==> config.mk <==
export PLATFORM = sky130hd
export DESIGN_NAME = cgc_counter_core
export DESIGN_NICKNAME = d
export VERILOG_FILES = /design/src/verilog/cgc_counter_core.v
export VERILOG_INCLUDE_DIRS = /design/src /design/src/verilog
export SDC_FILE = /design/constraint.sdc
export NUM_CORES = 1
export LEC_CHECK = 0
export BUFFER_PORTS_ARGS = -buffer_cell sky130_fd_sc_hd__buf_2
export CAP_MARGIN = 30
export CELL_PAD_IN_SITES_DETAIL_PLACEMENT = 1
export CELL_PAD_IN_SITES_GLOBAL_PLACEMENT = 2
export CORE_ASPECT_RATIO = 1.4
export CORE_MARGIN = 4
export CORE_UTILIZATION = 34
export CTS_CLUSTER_DIAMETER = 40
export DETAILED_ROUTE_END_ITERATION = 16
export GPL_TIMING_DRIVEN = 1
export PLACE_DENSITY = 0.88
export REMOVE_ABC_BUFFERS = 1
export SLEW_MARGIN = 20
export SYNTH_ARGS = -nofsm -noshare
export SYNTH_HDL_FRONTEND = slang
export SYNTH_SLANG_ARGS = --single-unit
==> constraint.sdc <==
create_clock -name CLK -period 4.9 [get_ports CLK]
set_clock_uncertainty 0.2 [all_clocks]
set_input_delay 0.735 -clock CLK [delete_from_list [all_inputs] [get_ports CLK]]
set_output_delay 0.735 -clock CLK [all_outputs]
set_load 0.03 [all_outputs]
==> src/verilog/cgc_counter_regs.vh <==
// Register map, field positions and reset values of the counter channel.
// Assumes a 32-bit Avalon-MM slave with byte addresses; no code lives here.
`ifndef CGC_COUNTER_REGS_VH
`define CGC_COUNTER_REGS_VH

////////////////////////////////////////////////////////////////////////////////
// Byte offsets
`define CGC_ADDR_W 5
`define CGC_OFS_CTRL 5'h00
`define CGC_OFS_MODE 5'h04
`define CGC_OFS_LOAD 5'h08
`define CGC_OFS_END 5'h0C
`define CGC_OFS_CMP 5'h10
`define CGC_OFS_HYST 5'h14
`define CGC_OFS_COUNT 5'h18
`define CGC_OFS_STATUS 5'h1C

////////////////////////////////////////////////////////////////////////////////
// Control word bits
`define CGC_CTRL_GATE_OPEN 0
`define CGC_CTRL_GATE_CLOSE 1
`define CGC_CTRL_STS_RESET 2
`define CGC_CTRL_CMP_EN 3

// Mode word fields
`define CGC_MODE_FUNC_LSB 0
`define CGC_MODE_FUNC_MSB 5
`define CGC_MODE_COND_LSB 8
`define CGC_MODE_COND_MSB 10
`define CGC_MODE_GATE_IRQ 16

// Counter function codes
`define CGC_FUNC_ENDLESS 6'b00_0000
`define CGC_FUNC_ONCE_FWD 6'b00_0001
`define CGC_FUNC_ONCE_BWD 6'b00_0010
`define CGC_FUNC_ONCE_NONE 6'b00_0100
`define CGC_FUNC_PER_FWD 6'b00_1000
`define CGC_FUNC_PER_BWD 6'b01_0000
`define CGC_FUNC_PER_NONE 6'b10_0000

// Comparison condition codes
`define CGC_COND_NEVER 3'b000
`define CGC_COND_GE 3'b001
`define CGC_COND_LE 3'b010
`define CGC_COND_EQ 3'b100

// Status word bits
`define CGC_STS_GATE 0
`define CGC_COMPARE_LATCHED_FLAG_LIVE 1
`define CGC_COMPARE_LATCHED_FLAG_LATCH 2
`define CGC_STS_HYST 3
`define CGC_COMPARE_LATCHED_FLAG_EN 4
`define CGC_STS_AUTO_CLOSED 5

// Reset values
`define CGC_RST_WORD 32'h0000_0000
`define CGC_RST_HYST 8'h00

`endif

==> src/verilog/cgc_counter_core.v <==
// One signed 32-bit counter channel with software gate, compare and hysteresis.
// Assumes UP/DOWN count pulses are one-cycle strobes from decode logic on CLK.
//
// Function
// - Once forward: start at load, after end-1 next up pulse reloads and closes gate.
// - Once backward: start at load, after end+1 next down pulse reloads and closes gate.
// - After auto close, host gives rising gate edge; counting resumes from load value, except once without direction under interrupt gate, which holds the count.
// - Forward direction may go below lower limit; end value range -2^31+1..2^31-1.
// - Backward direction may go above upper limit; end value range -2^31..2^31-2.
// - Periodic without direction counts both ways over full range, wrapping.
// - Periodic: pulse after end-1 or end+1 reloads load value, gate stays open.
// - After auto close in once mode, only a new open edge reopens the gate.
// - Abort gate behaviour restarts from load value on each reopening.
// - Interrupt gate behaviour continues from held count on each reopening after a host close.
// - Live compare bit updates only while compare update enable is set.
// - GE holds bit while count >= compare, LE while <=; never leaves it alone.
// - EQ sets on reaching value, only from main direction if one is configured.
// - Live bit setting also sets latched flag, cleared by status reset bit.
// - Hysteresis width 0..255; 0 and 1 disable it; it shapes compare results.
// - Active window keeps its width; new width applies at next arming.
// - Meeting condition arms hysteresis; result cannot be set again until count leaves window.
// - GE armed: falling below compare clears bit; re-reaching does not set it.
// - EQ armed: bit stays set inside window, clears on exit either side.
// - Condition codes: never 000, GE 001, LE 010, EQ 100.
// - Gate config bit: 0 selects abort, 1 selects interrupt.
// - Six-bit function field selects endless, once or periodic modes.
`timescale 1ns/1ps
`default_nettype none
`include "cgc_counter_regs.vh"

module cgc_counter_core #(
   parameter HYST_W = 8
) (
   input wire CLK,
   input wire RST_B,
   input wire [`CGC_ADDR_W-1:0] AVS_ADDRESS,
   input wire AVS_READ,
   input wire AVS_WRITE,
   input wire [31:0] AVS_WRITEDATA,
   input wire [3:0] AVS_BYTEENABLE,
   output reg [31:0] AVS_READDATA,
   output wire AVS_WAITREQUEST,
   input wire UP_PULSE,
   input wire DOWN_PULSE,
   output wire [31:0] COUNT_VALUE,
   output wire GATE_OPEN,
   output wire COMPARE_LIVE,
   output wire COMPARE_LATCHED
);

   ////////////////////////////////////////////////////////////////////////////
   // Helpers

   // Merge write data into a word under byte enables
   function [31:0] be_merge;
      input [31:0] old_w;
      input [31:0] new_w;
      input [3:0] be;
      integer i;
      begin
         be_merge = old_w;
         for (i = 0; i < 4; i = i + 1) begin
            if (be[i]) begin
               be_merge[i*8 +: 8] = new_w[i*8 +: 8];
            end
         end
      end
   endfunction

   ////////////////////////////////////////////////////////////////////////////
   // Declarations
   reg ack_q;
   reg [31:0] ctrl_q;
   reg [31:0] mode_q;
   reg [31:0] load_q;
   reg [31:0] end_q;
   reg [31:0] cmp_q;
   reg [HYST_W-1:0] hyst_width_q;
   reg [31:0] cnt_q;
   reg [31:0] cnt_d;
   reg gate_q;
   reg gate_d;
   reg auto_closed_q;
   reg auto_closed_d;
   reg started_q;
   reg [1:0] last_dir_q;
   reg [1:0] last_dir_d;
   reg live_q;
   reg live_d;
   reg latched_q;
   reg hyst_q;
   reg hyst_d;
   reg [31:0] hyst_center_q;
   reg [HYST_W-1:0] hyst_win_q;
   reg [31:0] rd_mux;

   wire wr_take;
   wire [31:0] ctrl_new;
   wire open_edge;
   wire close_edge;
   wire sts_reset;
   wire cmp_en;
   wire [5:0] func;
   wire [2:0] cond;
   wire gate_irq;
   wire once_mode;
   wire main_fwd;
   wire main_bwd;
   wire no_dir_once;
   wire step_up;
   wire step_dn;
   wire at_end_fwd;
   wire at_end_bwd;
   wire at_max;
   wire at_min;
   wire ge_raw;
   wire le_raw;
   wire eq_raw;
   wire eq_hit;
   wire signed [32:0] hyst_diff;
   wire signed [32:0] hyst_span;
   wire out_of_window;

   ////////////////////////////////////////////////////////////////////////////
   // Avalon-MM slave: one wait cycle, then answer
   assign AVS_WAITREQUEST = (AVS_READ | AVS_WRITE) & ~ack_q;
   assign wr_take = AVS_WRITE & ack_q;

   // Acknowledge pulse and read data capture
   always @(posedge CLK) begin
      if (!RST_B) begin
         ack_q <= 1'b0;
         AVS_READDATA <= `CGC_RST_WORD;
      end else begin
         ack_q <= (AVS_READ | AVS_WRITE) & ~ack_q;
         if (AVS_READ & ~ack_q) begin
            AVS_READDATA <= rd_mux;
         end
      end
   end

   // Read decode, unmapped reads as zero
   always @* begin
      case (AVS_ADDRESS)
         `CGC_OFS_CTRL: rd_mux = ctrl_q;
         `CGC_OFS_MODE: rd_mux = mode_q;
         `CGC_OFS_LOAD: rd_mux = load_q;
         `CGC_OFS_END: rd_mux = end_q;
         `CGC_OFS_CMP: rd_mux = cmp_q;
         `CGC_OFS_HYST: rd_mux = {{(32-HYST_W){1'b0}}, hyst_width_q};
         `CGC_OFS_COUNT: rd_mux = cnt_q;
         `CGC_OFS_STATUS: begin
            rd_mux = `CGC_RST_WORD;
            rd_mux[`CGC_STS_GATE] = gate_q;
            rd_mux[`CGC_COMPARE_LATCHED_FLAG_LIVE] = live_q;
            rd_mux[`CGC_COMPARE_LATCHED_FLAG_LATCH] = latched_q;
            rd_mux[`CGC_STS_HYST] = hyst_q;
            rd_mux[`CGC_COMPARE_LATCHED_FLAG_EN] = cmp_en;
            rd_mux[`CGC_STS_AUTO_CLOSED] = auto_closed_q;
         end
         default: rd_mux = `CGC_RST_WORD;
      endcase
   end

   // Parameter and control registers
   always @(posedge CLK) begin
      if (!RST_B) begin
         ctrl_q <= `CGC_RST_WORD;
         mode_q <= `CGC_RST_WORD;
         load_q <= `CGC_RST_WORD;
         end_q <= `CGC_RST_WORD;
         cmp_q <= `CGC_RST_WORD;
         hyst_width_q <= {HYST_W{1'b0}};
      end else if (wr_take) begin
         case (AVS_ADDRESS)
            `CGC_OFS_CTRL: ctrl_q <= ctrl_new;
            `CGC_OFS_MODE: mode_q <= be_merge(mode_q, AVS_WRITEDATA, AVS_BYTEENABLE);
            `CGC_OFS_LOAD: load_q <= be_merge(load_q, AVS_WRITEDATA, AVS_BYTEENABLE);
            `CGC_OFS_END: end_q <= be_merge(end_q, AVS_WRITEDATA, AVS_BYTEENABLE);
            `CGC_OFS_CMP: cmp_q <= be_merge(cmp_q, AVS_WRITEDATA, AVS_BYTEENABLE);
            `CGC_OFS_HYST: begin
               if (AVS_BYTEENABLE[0]) begin
                  hyst_width_q <= AVS_WRITEDATA[HYST_W-1:0];
               end
            end
            default: ;
         endcase
      end
   end

   ////////////////////////////////////////////////////////////////////////////
   // Control word edges
   assign ctrl_new = be_merge(ctrl_q, AVS_WRITEDATA, AVS_BYTEENABLE);
   assign open_edge = wr_take && (AVS_ADDRESS == `CGC_OFS_CTRL)
      && ctrl_new[`CGC_CTRL_GATE_OPEN] && !ctrl_q[`CGC_CTRL_GATE_OPEN];
   assign close_edge = wr_take && (AVS_ADDRESS == `CGC_OFS_CTRL)
      && ctrl_new[`CGC_CTRL_GATE_CLOSE] && !ctrl_q[`CGC_CTRL_GATE_CLOSE];
   assign sts_reset = wr_take && (AVS_ADDRESS == `CGC_OFS_CTRL)
      && ctrl_new[`CGC_CTRL_STS_RESET];
   assign cmp_en = ctrl_q[`CGC_CTRL_CMP_EN];

   // Mode decode
   assign func = mode_q[`CGC_MODE_FUNC_MSB:`CGC_MODE_FUNC_LSB];
   assign cond = mode_q[`CGC_MODE_COND_MSB:`CGC_MODE_COND_LSB];
   assign gate_irq = mode_q[`CGC_MODE_GATE_IRQ];
   assign once_mode = (func == `CGC_FUNC_ONCE_FWD) || (func == `CGC_FUNC_ONCE_BWD);
   assign main_fwd = (func == `CGC_FUNC_ONCE_FWD) || (func == `CGC_FUNC_PER_FWD);
   assign main_bwd = (func == `CGC_FUNC_ONCE_BWD) || (func == `CGC_FUNC_PER_BWD);
   assign no_dir_once = (func == `CGC_FUNC_ONCE_NONE);

   ////////////////////////////////////////////////////////////////////////////
   // Counting
   assign step_up = gate_q & UP_PULSE & ~DOWN_PULSE;
   assign step_dn = gate_q & DOWN_PULSE & ~UP_PULSE;
   assign at_end_fwd = ($signed(cnt_q) == $signed(end_q) - 32'sd1);
   assign at_end_bwd = ($signed(cnt_q) == $signed(end_q) + 32'sd1);
   assign at_max = (cnt_q == 32'h7FFF_FFFF);
   assign at_min = (cnt_q == 32'h8000_0000);

   // Next count, gate and direction
   always @* begin
      cnt_d = cnt_q;
      gate_d = gate_q;
      auto_closed_d = auto_closed_q;
      last_dir_d = last_dir_q;
      if (close_edge) begin
         gate_d = 1'b0;
      end else if (open_edge) begin
         gate_d = 1'b1;
         auto_closed_d = 1'b0;
         // Abort, first start, or restart after auto close (not once without direction) take load
         if (!gate_irq || !started_q || (auto_closed_q && !no_dir_once)) begin
            cnt_d = load_q;
            last_dir_d = 2'b00;
         end // otherwise hold the count
      end else if (step_up) begin
         if (main_fwd && at_end_fwd) begin
            cnt_d = load_q;
            last_dir_d = 2'b00;
            if (once_mode) begin
               gate_d = 1'b0;
               auto_closed_d = 1'b1;
            end
         end else begin
            // Plain increment; wraps at the top limit
            cnt_d = cnt_q + 32'h0000_0001;
            last_dir_d = 2'b01;
            if (no_dir_once && at_max) begin
               gate_d = 1'b0;
               auto_closed_d = 1'b1;
            end
         end
      end else if (step_dn) begin
         if (main_bwd && at_end_bwd) begin
            cnt_d = load_q;
            last_dir_d = 2'b00;
            if (once_mode) begin
               gate_d = 1'b0;
               auto_closed_d = 1'b1;
            end
         end else begin
            // Plain decrement; wraps at the bottom limit
            cnt_d = cnt_q - 32'h0000_0001;
            last_dir_d = 2'b10;
            if (no_dir_once && at_min) begin
               gate_d = 1'b0;
               auto_closed_d = 1'b1;
            end
         end
      end
   end

   // Count state registers
   always @(posedge CLK) begin
      if (!RST_B) begin
         cnt_q <= `CGC_RST_WORD;
         gate_q <= 1'b0;
         auto_closed_q <= 1'b0;
         started_q <= 1'b0;
         last_dir_q <= 2'b00;
      end else begin
         cnt_q <= cnt_d;
         gate_q <= gate_d;
         auto_closed_q <= auto_closed_d;
         last_dir_q <= last_dir_d;
         if (open_edge) begin
            started_q <= 1'b1;
         end
      end
   end

   ////////////////////////////////////////////////////////////////////////////
   // Comparison on the updated count
   assign ge_raw = ($signed(cnt_q) >= $signed(cmp_q));
   assign le_raw = ($signed(cnt_q) <= $signed(cmp_q));
   assign eq_raw = (cnt_q == cmp_q);
   // Equality only counts when reached from the main direction, if one is configured
   assign eq_hit = eq_raw && ((!main_fwd && !main_bwd)
      || (main_fwd && last_dir_q == 2'b01)
      || (main_bwd && last_dir_q == 2'b10));
   // Window around the count at arming, frozen width
   assign hyst_diff = $signed({cnt_q[31], cnt_q}) - $signed({hyst_center_q[31], hyst_center_q});
   assign hyst_span = $signed({{(33-HYST_W){1'b0}}, hyst_win_q});
   assign out_of_window = (hyst_diff > hyst_span) || (hyst_diff < -hyst_span);

   // Live compare bit and hysteresis next state
   always @* begin
      live_d = live_q;
      hyst_d = hyst_q;
      if (cmp_en && cond != `CGC_COND_NEVER) begin
         if (!hyst_q) begin
            case (cond)
               `CGC_COND_GE: live_d = ge_raw;
               `CGC_COND_LE: live_d = le_raw;
               `CGC_COND_EQ: live_d = live_q ? eq_raw : eq_hit;
               default: live_d = live_q;
            endcase
            // Arm on reaching the condition when width above one
            if (live_d && !live_q && hyst_width_q > 8'h01) begin
               hyst_d = 1'b1;
            end
         end else if (out_of_window) begin
            // Leaving the window releases the frozen result
            hyst_d = 1'b0;
            case (cond)
               `CGC_COND_GE: live_d = ge_raw;
               `CGC_COND_LE: live_d = le_raw;
               `CGC_COND_EQ: live_d = 1'b0;
               default: live_d = live_q;
            endcase
         end else begin
            // Inside window: GE and LE clear on crossing, EQ holds; never set again
            case (cond)
               `CGC_COND_GE: live_d = live_q & ge_raw;
               `CGC_COND_LE: live_d = live_q & le_raw;
               `CGC_COND_EQ: live_d = live_q;
               default: live_d = live_q;
            endcase
         end
      end
   end

   // Compare state registers
   always @(posedge CLK) begin
      if (!RST_B) begin
         live_q <= 1'b0;
         latched_q <= 1'b0;
         hyst_q <= 1'b0;
         hyst_center_q <= `CGC_RST_WORD;
         hyst_win_q <= {HYST_W{1'b0}};
      end else begin
         live_q <= live_d;
         hyst_q <= hyst_d;
         // Width sampled only at arming
         if (hyst_d && !hyst_q) begin
            hyst_center_q <= cnt_q;
            hyst_win_q <= hyst_width_q;
         end
         // Set wins over the host's clear
         if (live_d && !live_q) begin
            latched_q <= 1'b1;
         end else if (sts_reset) begin
            latched_q <= 1'b0;
         end
      end
   end

   ////////////////////////////////////////////////////////////////////////////
   // Outputs
   assign COUNT_VALUE = cnt_q;
   assign GATE_OPEN = gate_q;
   assign COMPARE_LIVE = live_q;
   assign COMPARE_LATCHED = latched_q;

endmodule

`default_nettype wire

**Word-level counts from Yosys, hierarchy flattened**

Index checks and enable logic that the tools add are counted.

- Flip-flop bits (word level): 281
- Latch bits: 0
- RAM bits: 0
- ROM bits: 0
- Input port bits: 47
- Output and inout port bits: 68
- Word-level logic and storage cells: 197
- Memories: 0

- $add $sub $neg: 6
- Multipliers: 0
- Div/mod/pow operators: 0
- Order comparisons: 5
- Equal/unequal tests: 24
- Shift-type cells: 0
- Multiplexer cells: 45
- Bitwise gates (word level): 15
- Reductions and logical operators: 68

Operators with widths:

| cell | count |
|---|---|
| one-hot mux 32 bit (8 select lines) | 1 |
| two-way mux 32 bit | 6 |
| == test 32 bit | 3 |
| AND reduction 3 bit | 23 |
| greater-than comparator 33 x 9 -> 1 bit | 1 |
| less-than comparator 33 bit | 1 |
| negation 8 -> 33 bit | 1 |
| subtractor 32 x 32 -> 33 bit | 1 |
| adder 32 x 1 -> 32 bit (second input constant) | 1 |
| adder 32 x 2 -> 32 bit (second input constant) | 1 |
| == test 32 x 31 -> 1 bit (second input constant) | 1 |
| == test 32 bit (second input constant) | 1 |
| >= comparator 32 bit | 1 |
| less-or-equal comparator 32 bit | 1 |
| subtractor 32 x 1 -> 32 bit (second input constant) | 1 |
| subtractor 32 x 2 -> 32 bit (second input constant) | 1 |
| two-way mux 1 bit | 29 |
| == test 5 bit (second input constant) | 4 |
| logical AND 1 bit | 20 |
| == test 5 x 4 -> 1 bit (second input constant) | 2 |
| two-way mux 2 bit | 5 |
| bitwise AND 1 bit | 9 |
| zero test 1 bit | 9 |
| greater-than comparator 8 x 1 -> 1 bit (second input constant) | 1 |
| 26 further kinds | 39 |

**Depth between registers and ports, before layout**

- Depth in word-level cells: 17
- Mapped depth: 22
- Depth with buffers taken out: 21

**Worst setup path after synthesis**

OpenSTA, ideal clock, no wires.

- Path kind: register to register
- Start point: reg cnt_q[0] (netlist: COUNT_VALUE[0])
- End point: reg hyst_q
- Library setup time: 120 ps
- Arrival: 4,784 ps
- Slack: -203 ps
- Stages on the path, launching flop included: 22
- Path buffers: 1
- Clock period less this slack: 5,103 ps
- Path through: dfxtp_1 clkbuf_1 inv_1 ha_1 inv_1 fa_1 a211oi_1 nor4_1 nor3_1 o211a_1 o41a_1 a31oi_1 inv_1 ha_1 inv_1 or3_1 a211o_1 a21oi_1 a2111oi_0 nand4_1 o22ai_1 o31a_1

- Longest elaborated chain between the ends: 11

Ends and longest elaborated chain:

| what | line | text |
|---|---|---|
| start, declared | cgc_counter_core.v:79 | `reg [31:0] cnt_q;` |
| start signal, assigned | cgc_counter_core.v:276 | `` cnt_q <= `CGC_RST_WORD; `` |
| start signal, assigned | cgc_counter_core.v:282 | `cnt_q <= cnt_d;` |
| parallel branches: the longest is 9 deep, another holds subtractor 32 x 32 -> 33 bit | n/a |  |
| two-way mux 1 bit (*) | cgc_counter_core.v:311 | `if (!hyst_q) begin` |
| two-way mux 1 bit (*) | cgc_counter_core.v:310 | `` if (cmp_en && cond != `CGC_COND_NEVER) begin `` |
| end signal, assigned | cgc_counter_core.v:353 | `hyst_q <= hyst_d;` |
| end, declared | cgc_counter_core.v:91 | `reg hyst_q;` |

Mark *: on every way between the ends. The select of a mux whose other input is x is not followed.
A chain may end at the register's enable or synchronous reset.

**Worst setup path in the final report**

- Start point: reg cnt_q[13] (netlist: COUNT_VALUE[13])
- End point: reg cnt_q[5] (netlist: COUNT_VALUE[5])

- Longest elaborated chain between the ends: 6

Ends and longest elaborated chain:

| what | line | text |
|---|---|---|
| == test 32 bit | cgc_counter_core.v:216 | `assign at_end_bwd = ($signed(cnt_q) == $signed(end_q) + 32'sd1);` |
| logical AND 1 bit | cgc_counter_core.v:254 | `if (main_bwd && at_end_bwd) begin` |
| two-way mux 32 bit | cgc_counter_core.v:254 |  |
| two-way mux 32 bit | cgc_counter_core.v:253 | `end else if (step_dn) begin` |
| two-way mux 32 bit (*) | cgc_counter_core.v:236 | `end else if (step_up) begin` |
| two-way mux 32 bit (*) | cgc_counter_core.v:228 | `end else if (open_edge) begin` |

Every way passes the cells marked *; elsewhere a longest branch is shown, timed or not. The select of a mux whose other input is x is not followed.

==> results.sh <==
export IMPL_antenna_found_initial=0
export IMPL_dp_hpwl_mm=63.7
export IMPL_layout_drive_gt1_share=0.162
export IMPL_ys_seq_elements=281
export IMPL_ys_seq_area_frac=0.287
export IMPL_drtIter0Drc=1166
export IMPL_ir_drop_mv=0.269
export IMPL_clkLatencyLatePin_ps=540
export IMPL_dpl_instance_area_mm2=0.0218
export IMPL_postRouteAntennaNets=0
export IMPL_crit_family="simple AND/OR/NAND/NOR gates"
export IMPL_crit_path_max_incr_delay_ps=800
export IMPL_outcome="finished clean"
export IMPL_clk_pin_slew_ps=60
export IMPL_grt_pass1_vias=21846
export IMPL_rows=103
export IMPL_fin_cells=3434
export IMPL_synth_cell_types=82
export IMPL_reg2reg_depth=12
export IMPL_holdPathStages=2
export IMPL_path_buf_inv=2
export IMPL_grt_setup_unrepaired="false"
export IMPL_gp_congestion=0.957
export IMPL_syn_area_per_cell_um2=7.78
export IMPL_reg2reg_to="COUNT_VALUE[5]"
export IMPL_worst_slew_pin_slew_ps=971
export IMPL_drv_cap=0
export IMPL_final_core_util=0.410
export IMPL_synth_top_area_share=0.287
export IMPL_routedWlPerCell_um=24.3
export IMPL_crit_slowest_cell="o311ai_0"
export IMPL_final_hold_viol_count=0
export IMPL_required_ps=5080
export IMPL_max_freq_mhz=205
export IMPL_grt_pass1_wl_mm=128
export IMPL_min_from="ctrl_q[5]"
export IMPL_place_ws_ps=-565
export IMPL_setup_ws_ps=31.3
export IMPL_r2r_start="COUNT_VALUE[13]"
export IMPL_crit_path_start_kind="register"
export IMPL_cts_buffers=38
export IMPL_synth_top_cell_by_area="dfxtp_1"
export IMPL_synth_edf_count=0
export IMPL_io_pins=115
export IMPL_ys_flop_type="dfxtp_1"
export IMPL_clk_path_buf_depth=3
export IMPL_vias=20606
export IMPL_power_leakage_nw=9.97
export IMPL_start_util=0.345
export IMPL_crit_fanout=26
export IMPL_synth_area_top_cells="dfxtp_1, mux2i_1, ha_1"
export IMPL_htreeDepth=2
export IMPL_crit_path_frequent_cell="buf_4"
export IMPL_cts_tree="built"
export IMPL_critPathKind="register to register"
export IMPL_clock_root_buffer="clkbuf_16"
export IMPL_worst_setup_path_end_kind="register"
export IMPL_relSlewSlack=0.353
export IMPL_final_area_mm2=0.0233
export IMPL_viasPerCell=6.00
export IMPL_dpl_cell_count=3362
export IMPL_syn_to_final_growth_pct=18.8
export IMPL_powerDensity_mw_per_mm2=235
export IMPL_core_mm2=0.0567
export IMPL_ys_warn_count=0
export IMPL_async_reset_ff_frac=0
export IMPL_drt_pass1_iter_count=5
export IMPL_setup_viol=0
export IMPL_holdCritPathClass="register to register"
export IMPL_min_to="ctrl_q[5]"
export IMPL_grt_max_degree=136
export IMPL_cp_data_arrival_time_ps=5040
export IMPL_die_h_um=292
export IMPL_die_x_um=211
export IMPL_syn_area_mm2=0.0196
export IMPL_die_area_mm2=0.0616
export IMPL_fillCellCount=6880
export IMPL_grt_usage=0.261
export IMPL_nNetsFinal=2829
export IMPL_drc=0
export IMPL_port_buffer_count=114
export IMPL_grt_ovfl_total=0
export IMPL_wl_mm=83.4
export IMPL_cts_hold_buffers=0
export IMPL_finalCriticalPeriod_ps=4870
export IMPL_syn_inst=2516
export IMPL_cp_cell_sequence="buf_4 > xor2_1 > xnor2_1 > o311ai_0 > o21ai_0 > or4_1 > or4_4 > and3_4 > buf_4 > and3_1 > a311oi_1 > a21oi_1"
export IMPL_r2r_slack_ps=30
export IMPL_cts_sinks=281
export IMPL_finalMaxSlewViolations=0
export IMPL_finalCritPeriodShare=0.994
## power by group
part	leakage, nW	switching [mW]	internal [mW]
clock network	0.611	1.14	1.60
logic	7.09	0.274	0.165
registers	2.26	0.00381	2.29
total	9.97	1.42	4.06
## layout make-up
cell class,count,area [um2],area share
clock inverters,23,220,0.00946
well taps,735,920,0.0395
repair buffers,299,2010,0.0863
multi-input cells,1940,13000,0.560
diodes,1,2.50,0.000108
clock buffers,45,1040,0.0446
inverters,110,420,0.0181
flip-flops and latches,281,5630,0.242
## routing by layer
metal  vias up  GRT usage  wire, um
li1       9426          -         -
met1     10285      0.294     32100
met2       640      0.477     42200
met3       255     0.0256      3460
met4         0      0.146      5670
met5         -          0         0
## tightest hold or removal path: cells and delay by family, from the launching register on
kind | cells | cell delay (ps)
flip-flops | 1 | 310
AND/OR/NAND/NOR | 1 | 50
AO/OA/AOI/OAI | 1 | 50
## cells in the mapped netlist (all sizes together) (6+ instances only)
cell	number
nor2	332
dfxtp	281
nand2	217
mux2i	205
a21oi	166
clkbuf	160
ha	111
inv	110
o21ai	72
nand3	63
xnor2	62
nor3	60
xor2	53
nor4	51
a22oi	48
nand4	44
a31oi	41
and3	34
a221oi	29
a21o	26
or3	26
buf	25
a211oi	20
and2	17
o22ai	16
and4	15
nor2b	14
o211ai	13
or4	13
o21a	11
nand2b	10
nand3b	9
a21boi	8
a311oi	8
nor3b	8
nor4b	8
o221ai	8
or2	8
a211o	7
a222oi	7
nand4b	7
o31ai	7
a2111oi	6
a32oi	6
o21bai	6
## through the flow
step | hold slack [ps] | power [mW] | TNS, ps
global placement | 243 | 2.73 | -1180
detailed placement | 248 | 2.74 | -1430
finish | 256 | 5.47 | 0
CTS | 256 | 5.51 | 0
floorplan | 236 | 2.53 | -18440
global route | 271 | 5.65 | 0
## sequential cells by signal, summed over array words and instances, names as in the netlist, 2 cells and up
name,flops
AVS_READDATA,32
COUNT_VALUE,32
cmp_q,32
ctrl_q,32
end_q,32
hyst_center_q,32
load_q,32
mode_q,32
hyst_width_q,8
hyst_win_q,8
last_dir_q,2
## cell usage in the layout, fill, tap and decap left out, types with 8 or more instances in the layout
master     Yosys  layout
clkbuf_16      0      39
a22oi_1       48      48
a211oi_1      20      18
a221oi_1      29      28
o211ai_1      13      13
o22ai_1       16      15
o21a_1        11      11
and4_1        15      15
dfxtp_1      281     278
nand3_1       62      61
nor4_1        49      48
or4_1         12      11
ha_1         111     110
a21o_1        26      26
mux2i_1      205     205
xnor2_1       62      62
a31oi_1       41      40
inv_1        110     108
o21ai_0       72      67
nand2b_1      10       8
nand4_1       43      43
buf_2          7     114
nor3b_1        8       8
nor4b_1        8       8
and3_1        33      33
nand2_1      217     217
nand3b_1       9       9
buf_4          4     181
or3_1         26      26
nor2b_1       14      14
nor3_1        60      56
nor2_1       332     329
a21oi_1      165     162
and2_1        17      17
xor2_1        53      53
## cell families (layout without fill, tap and decap cells)
| family | Yosys count | after routing | synth area share |
|---|---|---|---|
| buffers and inverters | 295 | 477 | 0.0581 |
| flip-flops | 281 | 281 | 0.287 |
| AND/OR/NAND/NOR | 942 | 942 | 0.231 |
| adder cells (fa/ha/maj) | 112 | 112 | 0.0719 |
| AO/OA/AOI/OAI | 560 | 560 | 0.191 |
| multiplexers | 211 | 211 | 0.109 |
| XOR/XNOR | 115 | 115 | 0.0514 |
| other | 0 | 1 | 0 |
## worst max path at each step
stage | startpoint | to | slack [ps] | depth (start not counted)
2_1_floorplan | AVS_ADDRESS[1] | COUNT_VALUE[3] | -990 | 10
3_3_place_gp | COUNT_VALUE[0] | COMPARE_LATCHED | -450 | 21
3_5_place_dp | COUNT_VALUE[0] | COMPARE_LATCHED | -560 | 20
4_1_cts | COUNT_VALUE[0] | hyst_q | 1 | 22
5_1_grt | hyst_center_q[1] | COMPARE_LATCHED | 30 | 19
6_report | COUNT_VALUE[13] | COUNT_VALUE[5] | 30 | 12
## what timing repair did
item	CTS	global route
pin swaps	8	33
endpoints found under the setup margin	3	3
buffers inserted	1	3
resized for setup	16	29
cloned	0	0
Power figures use the tool's default switching activity.
